--- src/verilog/rpa_pkg.sv ---
// constants, codes and carriers for the relay parameter access block
//=====================================================================
package rpa_pkg;
   //==================================================================
   // parameter codes
   localparam logic [7:0] RPA_CODE_CURR_BASE = 8'h00;
   localparam logic [7:0] RPA_CODE_IN_BASE = 8'h05;
   localparam logic [7:0] RPA_CODE_STATE_BASE = 8'h10;
   localparam logic [7:0] RPA_CODE_REC_BASE = 8'h20;
   localparam logic [7:0] RPA_CODE_SET_BASE = 8'h30;
   localparam logic [7:0] RPA_CODE_PW_OPEN = 8'h40;
   localparam logic [7:0] RPA_CODE_PW_CLOSE = 8'h41;
   localparam int RPA_N_CURR = 5;
   localparam int RPA_N_IN = 3;
   localparam int RPA_N_STAGE = 11;
   localparam int RPA_N_SET = 4;
   //==================================================================
   // password figures
   localparam logic [15:0] RPA_PW_MIN = 16'h0001;
   localparam logic [15:0] RPA_PW_MAX = 16'h03e7;
   localparam logic [15:0] RPA_PW_DEFAULT = 16'h0001;
   localparam logic [15:0] RPA_PW_LOCKED = 16'h0000;
   localparam logic [2:0] RPA_WRONG_LIMIT = 3'h7;
   //==================================================================
   // settings in tenths: low oc start, low ef start, unbalance %, time
   localparam logic [15:0] RPA_SET_MIN [RPA_N_SET] =
      '{16'h0005, 16'h0001, 16'h000a, 16'h0001};
   localparam logic [15:0] RPA_SET_MAX [RPA_N_SET] =
      '{16'h0032, 16'h0008, 16'h0064, 16'h012c};
   //==================================================================
   // carriers
   typedef struct packed {
      logic valid;
      logic write;
      logic [7:0] code;
      logic [15:0] data;
   } rpa_req_s;
   typedef struct packed {
      logic valid;
      logic ok;
      logic [15:0] data;
   } rpa_resp_s;
   typedef struct packed {
      logic valid;
      logic pw_write;
      logic [7:0] index;
      logic [15:0] data;
   } rpa_panel_s;
   typedef enum logic [1:0] {
      RPA_GATE_CLOSED = 2'b00,
      RPA_GATE_OPEN = 2'b01,
      RPA_GATE_LOCKED = 2'b10
   } rpa_gate_e;
endpackage

--- src/verilog/rpa_top.sv ---
// serial parameter access: readback, settings, password gate
`timescale 1ns/1ps
`default_nettype none
module rpa_top
   import rpa_pkg::*;
#(
   parameter int N_SET = RPA_N_SET
) (
   input wire logic clk_sys,
   input wire logic reset,
   input wire logic [RPA_N_CURR*16-1:0] meas_current,
   input wire logic [RPA_N_IN-1:0] ctrl_in_pin,
   input wire logic [RPA_N_STAGE-1:0] stage_state,
   input wire logic supply_lost_pin,
   input wire logic reg_clear,
   input wire rpa_req_s bus_req,
   output rpa_resp_s bus_resp,
   input wire rpa_panel_s panel_req,
   output logic panel_ack,
   output logic [N_SET*16-1:0] setting_out,
   output logic gate_open,
   output logic gate_locked
);
   //==================================================================
   // input synchronisers
   logic [RPA_N_IN-1:0] ctrl_s1_r;
   logic [RPA_N_IN-1:0] ctrl_s2_r;
   logic supply_s1_r;
   logic supply_s2_r;

   always_ff @(posedge clk_sys or posedge reset) begin
      if (reset) begin
         ctrl_s1_r <= '0;
         ctrl_s2_r <= '0;
         supply_s1_r <= 1'b0;
         supply_s2_r <= 1'b0;
      end else begin
         ctrl_s1_r <= ctrl_in_pin;
         ctrl_s2_r <= ctrl_s1_r;
         supply_s1_r <= supply_lost_pin;
         supply_s2_r <= supply_s1_r;
      end
   end

   //==================================================================
   // stage state and recorded bits
   logic [RPA_N_STAGE-1:0] state_r;
   logic [RPA_N_STAGE-1:0] state_nxt;
   logic [RPA_N_STAGE-1:0] rec_r;
   logic [RPA_N_STAGE-1:0] rec_nxt;

   always_comb begin
      state_nxt = stage_state;
      // an activation in the clear cycle still records
      if (reg_clear) begin
         rec_nxt = stage_state;
      end else begin
         rec_nxt = rec_r | stage_state;
      end
   end

   always_ff @(posedge clk_sys or posedge reset) begin
      if (reset) begin
         state_r <= '0;
         rec_r <= '0;
      end else begin
         state_r <= state_nxt;
         rec_r <= rec_nxt;
      end
   end

   //==================================================================
   // settings, password and gate
   logic [15:0] setting_r [N_SET];
   logic [15:0] setting_nxt [N_SET];
   logic [15:0] pw_r;
   logic [15:0] pw_nxt;
   rpa_gate_e gate_r;
   rpa_gate_e gate_nxt;
   logic [2:0] wrong_r;
   logic [2:0] wrong_nxt;
   rpa_resp_s resp_r;
   rpa_resp_s resp_nxt;
   logic panel_ack_r;
   logic panel_ack_nxt;

   function automatic logic in_range(input logic [15:0] v,
                                     input logic [15:0] lo,
                                     input logic [15:0] hi);
      in_range = (v >= lo) && (v <= hi);
   endfunction

   logic [7:0] set_idx;
   logic [7:0] rd_idx;
   logic set_hit;
   logic pw_ok;
   logic [15:0] rd_data;
   logic rd_ok;

   always_comb begin
      set_idx = bus_req.code - RPA_CODE_SET_BASE;
      set_hit = (bus_req.code >= RPA_CODE_SET_BASE) &&
                (set_idx < 8'(N_SET));
      pw_ok = in_range(bus_req.data, RPA_PW_MIN, RPA_PW_MAX);
   end

   // read mux
   always_comb begin
      rd_data = 16'h0000;
      rd_ok = 1'b1;
      rd_idx = 8'h00;
      if (bus_req.code < RPA_CODE_IN_BASE) begin
         rd_idx = bus_req.code - RPA_CODE_CURR_BASE;
         rd_data = meas_current[rd_idx[2:0]*16 +: 16];
      end else if (bus_req.code < RPA_CODE_IN_BASE + 8'(RPA_N_IN)) begin
         rd_idx = bus_req.code - RPA_CODE_IN_BASE;
         rd_data = {15'h0000, ctrl_s2_r[rd_idx[1:0]]};
      end else if ((bus_req.code >= RPA_CODE_STATE_BASE) &&
                   (bus_req.code < RPA_CODE_STATE_BASE +
                    8'(RPA_N_STAGE))) begin
         rd_idx = bus_req.code - RPA_CODE_STATE_BASE;
         rd_data = {15'h0000, state_r[rd_idx[3:0]]};
      end else if ((bus_req.code >= RPA_CODE_REC_BASE) &&
                   (bus_req.code < RPA_CODE_REC_BASE +
                    8'(RPA_N_STAGE))) begin
         rd_idx = bus_req.code - RPA_CODE_REC_BASE;
         rd_data = {15'h0000, rec_r[rd_idx[3:0]]};
      end else if (set_hit) begin
         rd_data = setting_r[set_idx[1:0]];
      end else if ((bus_req.code == RPA_CODE_PW_OPEN) ||
                   (bus_req.code == RPA_CODE_PW_CLOSE)) begin
         // the password itself is never read back
         rd_data = 16'h0000;
      end else begin
         rd_ok = 1'b0;
      end
   end

   always_comb begin
      for (int i = 0; i < N_SET; i++) begin
         setting_nxt[i] = setting_r[i];
      end
      pw_nxt = pw_r;
      gate_nxt = gate_r;
      wrong_nxt = wrong_r;
      resp_nxt = '0;
      panel_ack_nxt = 1'b0;

      // serial bus request
      if (bus_req.valid) begin
         resp_nxt.valid = 1'b1;
         resp_nxt.data = 16'h0000;
         if (!bus_req.write) begin
            resp_nxt.ok = rd_ok;
            resp_nxt.data = rd_data;
         end else if (bus_req.code == RPA_CODE_PW_OPEN) begin
            if (gate_r == RPA_GATE_LOCKED) begin
               resp_nxt.ok = 1'b0;
            end else if (bus_req.data == pw_r) begin
               gate_nxt = RPA_GATE_OPEN;
               wrong_nxt = 3'h0;
               resp_nxt.ok = 1'b1;
            end else if (wrong_r == RPA_WRONG_LIMIT - 3'h1) begin
               pw_nxt = RPA_PW_LOCKED;
               gate_nxt = RPA_GATE_LOCKED;
               wrong_nxt = RPA_WRONG_LIMIT;
               resp_nxt.ok = 1'b0;
            end else begin
               wrong_nxt = wrong_r + 3'h1;
               resp_nxt.ok = 1'b0;
            end
         end else if (bus_req.code == RPA_CODE_PW_CLOSE) begin
            if (gate_r != RPA_GATE_OPEN) begin
               resp_nxt.ok = 1'b0;
            end else if (bus_req.data == pw_r) begin
               gate_nxt = RPA_GATE_CLOSED;
               resp_nxt.ok = 1'b1;
            end else if (pw_ok) begin
               // new password, gate stays open until closed with it
               pw_nxt = bus_req.data;
               resp_nxt.ok = 1'b1;
            end else begin
               resp_nxt.ok = 1'b0;
            end
         end else if (set_hit) begin
            if (gate_r != RPA_GATE_OPEN) begin
               resp_nxt.ok = 1'b0;
            end else if (in_range(bus_req.data,
                                  RPA_SET_MIN[set_idx[1:0]],
                                  RPA_SET_MAX[set_idx[1:0]])) begin
               setting_nxt[set_idx[1:0]] = bus_req.data;
               resp_nxt.ok = 1'b1;
            end else begin
               resp_nxt.ok = 1'b0;
            end
         end else begin
            resp_nxt.ok = 1'b0;
         end
      end

      // front panel, applied after the bus so the panel wins a tie
      if (panel_req.valid) begin
         if (panel_req.pw_write) begin
            if (in_range(panel_req.data, RPA_PW_MIN, RPA_PW_MAX)) begin
               pw_nxt = panel_req.data;
               wrong_nxt = 3'h0;
               if (gate_r == RPA_GATE_LOCKED) begin
                  gate_nxt = RPA_GATE_CLOSED;
               end
               panel_ack_nxt = 1'b1;
            end
         end else if (panel_req.index < 8'(N_SET)) begin
            if (in_range(panel_req.data,
                         RPA_SET_MIN[panel_req.index[1:0]],
                         RPA_SET_MAX[panel_req.index[1:0]])) begin
               setting_nxt[panel_req.index[1:0]] = panel_req.data;
               panel_ack_nxt = 1'b1;
            end
         end
      end

      // supply loss always closes, lock survives
      if (supply_s2_r && (gate_nxt == RPA_GATE_OPEN)) begin
         gate_nxt = RPA_GATE_CLOSED;
      end
   end

   always_ff @(posedge clk_sys or posedge reset) begin
      if (reset) begin
         for (int i = 0; i < N_SET; i++) begin
            setting_r[i] <= RPA_SET_MIN[i];
         end
         pw_r <= RPA_PW_DEFAULT;
         gate_r <= RPA_GATE_CLOSED;
         wrong_r <= 3'h0;
         resp_r <= '0;
         panel_ack_r <= 1'b0;
      end else begin
         for (int i = 0; i < N_SET; i++) begin
            setting_r[i] <= setting_nxt[i];
         end
         pw_r <= pw_nxt;
         gate_r <= gate_nxt;
         wrong_r <= wrong_nxt;
         resp_r <= resp_nxt;
         panel_ack_r <= panel_ack_nxt;
      end
   end

   //==================================================================
   // outputs
   genvar g;
   generate
      for (g = 0; g < N_SET; g++) begin : g_set
         assign setting_out[g*16 +: 16] = setting_r[g];
      end
   endgenerate

   assign bus_resp = resp_r;
   assign panel_ack = panel_ack_r;
   assign gate_open = (gate_r == RPA_GATE_OPEN);
   assign gate_locked = (gate_r == RPA_GATE_LOCKED);
endmodule
`default_nettype wire
--- config.mk ---
export PLATFORM = sky130hd
export DESIGN_NAME = rpa_top
export DESIGN_NICKNAME = d
export VERILOG_FILES = /design/src/verilog/rpa_pkg.sv /design/src/verilog/rpa_top.sv
export SDC_FILE = /design/constraint.sdc
export NUM_CORES = 1
export LEC_CHECK = 0
export BUFFER_PORTS_ARGS = -buffer_cell sky130_fd_sc_hd__buf_2
export CAP_MARGIN = 10
export CORE_UTILIZATION = 30
export CTS_CLUSTER_DIAMETER = 30
export DETAILED_ROUTE_END_ITERATION = 8
export GPL_ROUTABILITY_DRIVEN = 0
export GPL_TIMING_DRIVEN = 0
export REMOVE_ABC_BUFFERS = 1
export SYNTH_ARGS = -nofsm -noshare
export SYNTH_HDL_FRONTEND = slang
export SYNTH_SLANG_ARGS = --single-unit
--- constraint.sdc ---
create_clock -name clk_sys -period 5.15 [get_ports clk_sys]
set_input_delay 1.03 -clock clk_sys [delete_from_list [all_inputs] [get_ports clk_sys]]
set_output_delay 1.03 -clock clk_sys [all_outputs]
set_load 0.05 [all_outputs]
==> results.tsv <==
metric	value	unit
critical_path_arrival	5050	ps
wl	25.0	mm
grt_pass1_vias	6383	
htreeDepth	4	
yosysSeqAreaShare	0.438	
tightest_slew	1190	ps
io_buffers	234	
ant_nets	0	
r2r_slack	2210	ps
p_leak	4.85	nW
min_path_type	flip-flop to flip-flop	
cts_tree	built	
synth_top_cell_by_area	dfrtp_1	
synth-edff-count	0	
powerDensity	260	nW/µm²
die_width	162	µm
cts-resized-gates	0	
r2r_cells	7	
area_delta_synth_final	26.5	%
fin_area	9710	µm²
antenna_found_initial	1	
irDropWorstVdd	0.219	mV
start_kind	input pin	
slew_viol_final	0	
ctsHoldBuffers	0	
syn_area	7670	µm²
grt_use_total	0.194	
drive_above_1_share	0.359	
vias	6419	
clkLatencyLatePin	430	ps
drcViolationCount	0	
post_cts_buffers	0	
outcome	complete, no violations	
core-area	25100	µm²
synthCells	698	
dp_hpwl	18.1	mm
post-route-util	0.387	
critPathKind	input pin to flip-flop	
die_area	26200	µm²
nNetsFinal	1086	
yosys.area_share.simple	0.145	
crit_required	5410	ps
min_period_over_period	0.930	
fin_skew	8.95	ps
rsz0062_at_grt	no	
cts_made_buffers	17	
holdWs	343	ps
synth.most_common_cell	dfrtp_1	
post_drt_wl_per_cell	20.0	µm
grt_overflow_total	0	
place_area	9190	µm²
synthMuxAreaShare	0.175	
critPathSlowestCell	buf_2	
critPathTopFamily	compound AO/OA/AOI/OAI gates	
synthTopCellsByArea	dfrtp_1 (41%), mux4_2 (11%), mux2i_1 (6.7%)	
avgSynthCellArea	11.0	µm²
grt_pass1_wl	37.9	mm
io_pins	235	
drt_pass1_iterations	4	
synthAdderAreaFrac	0.0440	
grt_max_degree	95	
critPathMaxStageDelay	870	ps
clockBufferDepth	2	
clock-root-buffer	clkbuf_16	
drtIter0Drc	444	
die_h	162	µm
clk_pin_slew	50	ps
synth_ff_type	dfrtp_1	
max_slew_margin	0.204	
synth_xor_area_frac	0.0217	
cts_sinks	134	
critical_path_buf_inv_count	3	
synthTopCellsByCount	dfrtp_1 (127), a21oi_1 (65), nor2_1 (55)	
crit_cells	11	
via_per_inst	5.12	
yosysWarningCount	0	
cp_cell_sequence	buf_2 -> inv_1 -> ha_1 -> inv_1 -> ha_1 -> and4b_2 -> nand3_2 -> a2111oi_4 -> o2111ai_4 -> mux2i_1 -> a21oi_1	
synth_top_family_by_area	multiplexers	
synthArstFlopShare	1.00	
synth.distinct_cells	58	
hold_viol	0	
drv_cap	0	
worstSetupEndpointType	flip-flop	
crit_path_max_fanout	43	
yosysTopAreaCellShare	0.414	
hold_depth	0	
fmaxAchievable	0.209	GHz
initial_core_util	0.306	
std_cell_rows	58	
setup_violations	0	
synth_seq_cells	134	
final.min_clock_period	4790	ps
synth-compound-area-share	0.136	
flip-flops by register name (all words and copies together) (netlist names):
name and cells:
rec_r 11, pw_r 16, ctrl_s1_r 3, bus_resp 18
setting_out 64, ctrl_s2_r 3, supply_s2_r 1, wrong_r 3
state_r 11, gate_r 2, panel_ack 1, supply_s1_r 1
cells by family after synthesis:
logic type | Yosys count
simple gates | 213
mux | 89
fa+ha+maj | 27
buf+inv | 70
compound gates | 146
xor+xnor | 19
flops | 134
final cells by class:
type / count / area, µm²
clock buffer: 25 / 455
clock inverter: 7 / 60.1
timing repair buffer: 241 / 1280
inverter: 21 / 83.8
multi-input combinational: 494 / 4050
antenna: 1 / 2.50
sequential: 134 / 3360
tap: 330 / 413
fill: 2512 / 15400
final timing paths:
check | startpoint | to
max | bus_req[17] | setting_out[55]$_DFF_PP0_
min | ctrl_s1_r[0]$_DFF_PP0_ | ctrl_s2_r[0]$_DFF_PP0_
max reg2reg | gate_r[1]$_DFF_PP0_ | pw_r[5]$_DFF_PP0_
min reg2reg | ctrl_s1_r[0]$_DFF_PP0_ | ctrl_s2_r[0]$_DFF_PP0_
max in group asynchronous | reset | setting_out[48]$_DFF_PP1_
min in group asynchronous | reset | bus_resp[14]$_DFF_PP0_
metrics by stage:
step	setup WS, ps	power, mW	setup TNS [ps]	std cells
CTS	348	2.56	0	1252
detailed placement	-92.9	1.45	-898	1220
floorplan	549	1.29	0	649
finish	361	2.52	0	1253
global placement	-1260	1.43	-202000	1213
global route	108	2.64	0	1252
cells in the final DEF (no fill, tap or decap), types with 24 or more instances in the layout:
| cell type | synthesis | routed |
|---|---|---|
| mux2i_1 | 51 | 51 |
| buf_2 | 5 | 233 |
| nor2b_1 | 24 | 24 |
| nor2_1 | 55 | 55 |
| nand2_1 | 36 | 36 |
| ha_1 | 27 | 27 |
| a21oi_1 | 65 | 65 |
| and3_1 | 36 | 36 |
| dfrtp_1 | 127 | 127 |
| mux4_2 | 36 | 36 |
per-layer routing:
metal | global-route usage | share of wire | routed length, µm
met5 | 0 | 0 | 0
met4 | 0.0536 | 0.012 | 311
met3 | 0.0523 | 0.064 | 1600
met2 | 0.309 | 0.47 | 11700
met1 | 0.260 | 0.46 | 11400
worst register-to-register path, stage by stage (launching register included):
cell,delay [ps]
dfrtp_1,410
nor2b_1,270
nand3_1,220
or3_1,470
nor4_2,790
buf_4,300
mux2i_1,190
o221ai_1,130
where the power goes:
part	total, mW	internal [mW]	leakage (nW)	switching (mW)
Clock	1.10	0.657	0.257	0.440
Combinational	0.323	0.145	2.83	0.178
Sequential	1.10	1.08	1.76	0.0191
Note: power is estimated with default switching activity, not from simulation.
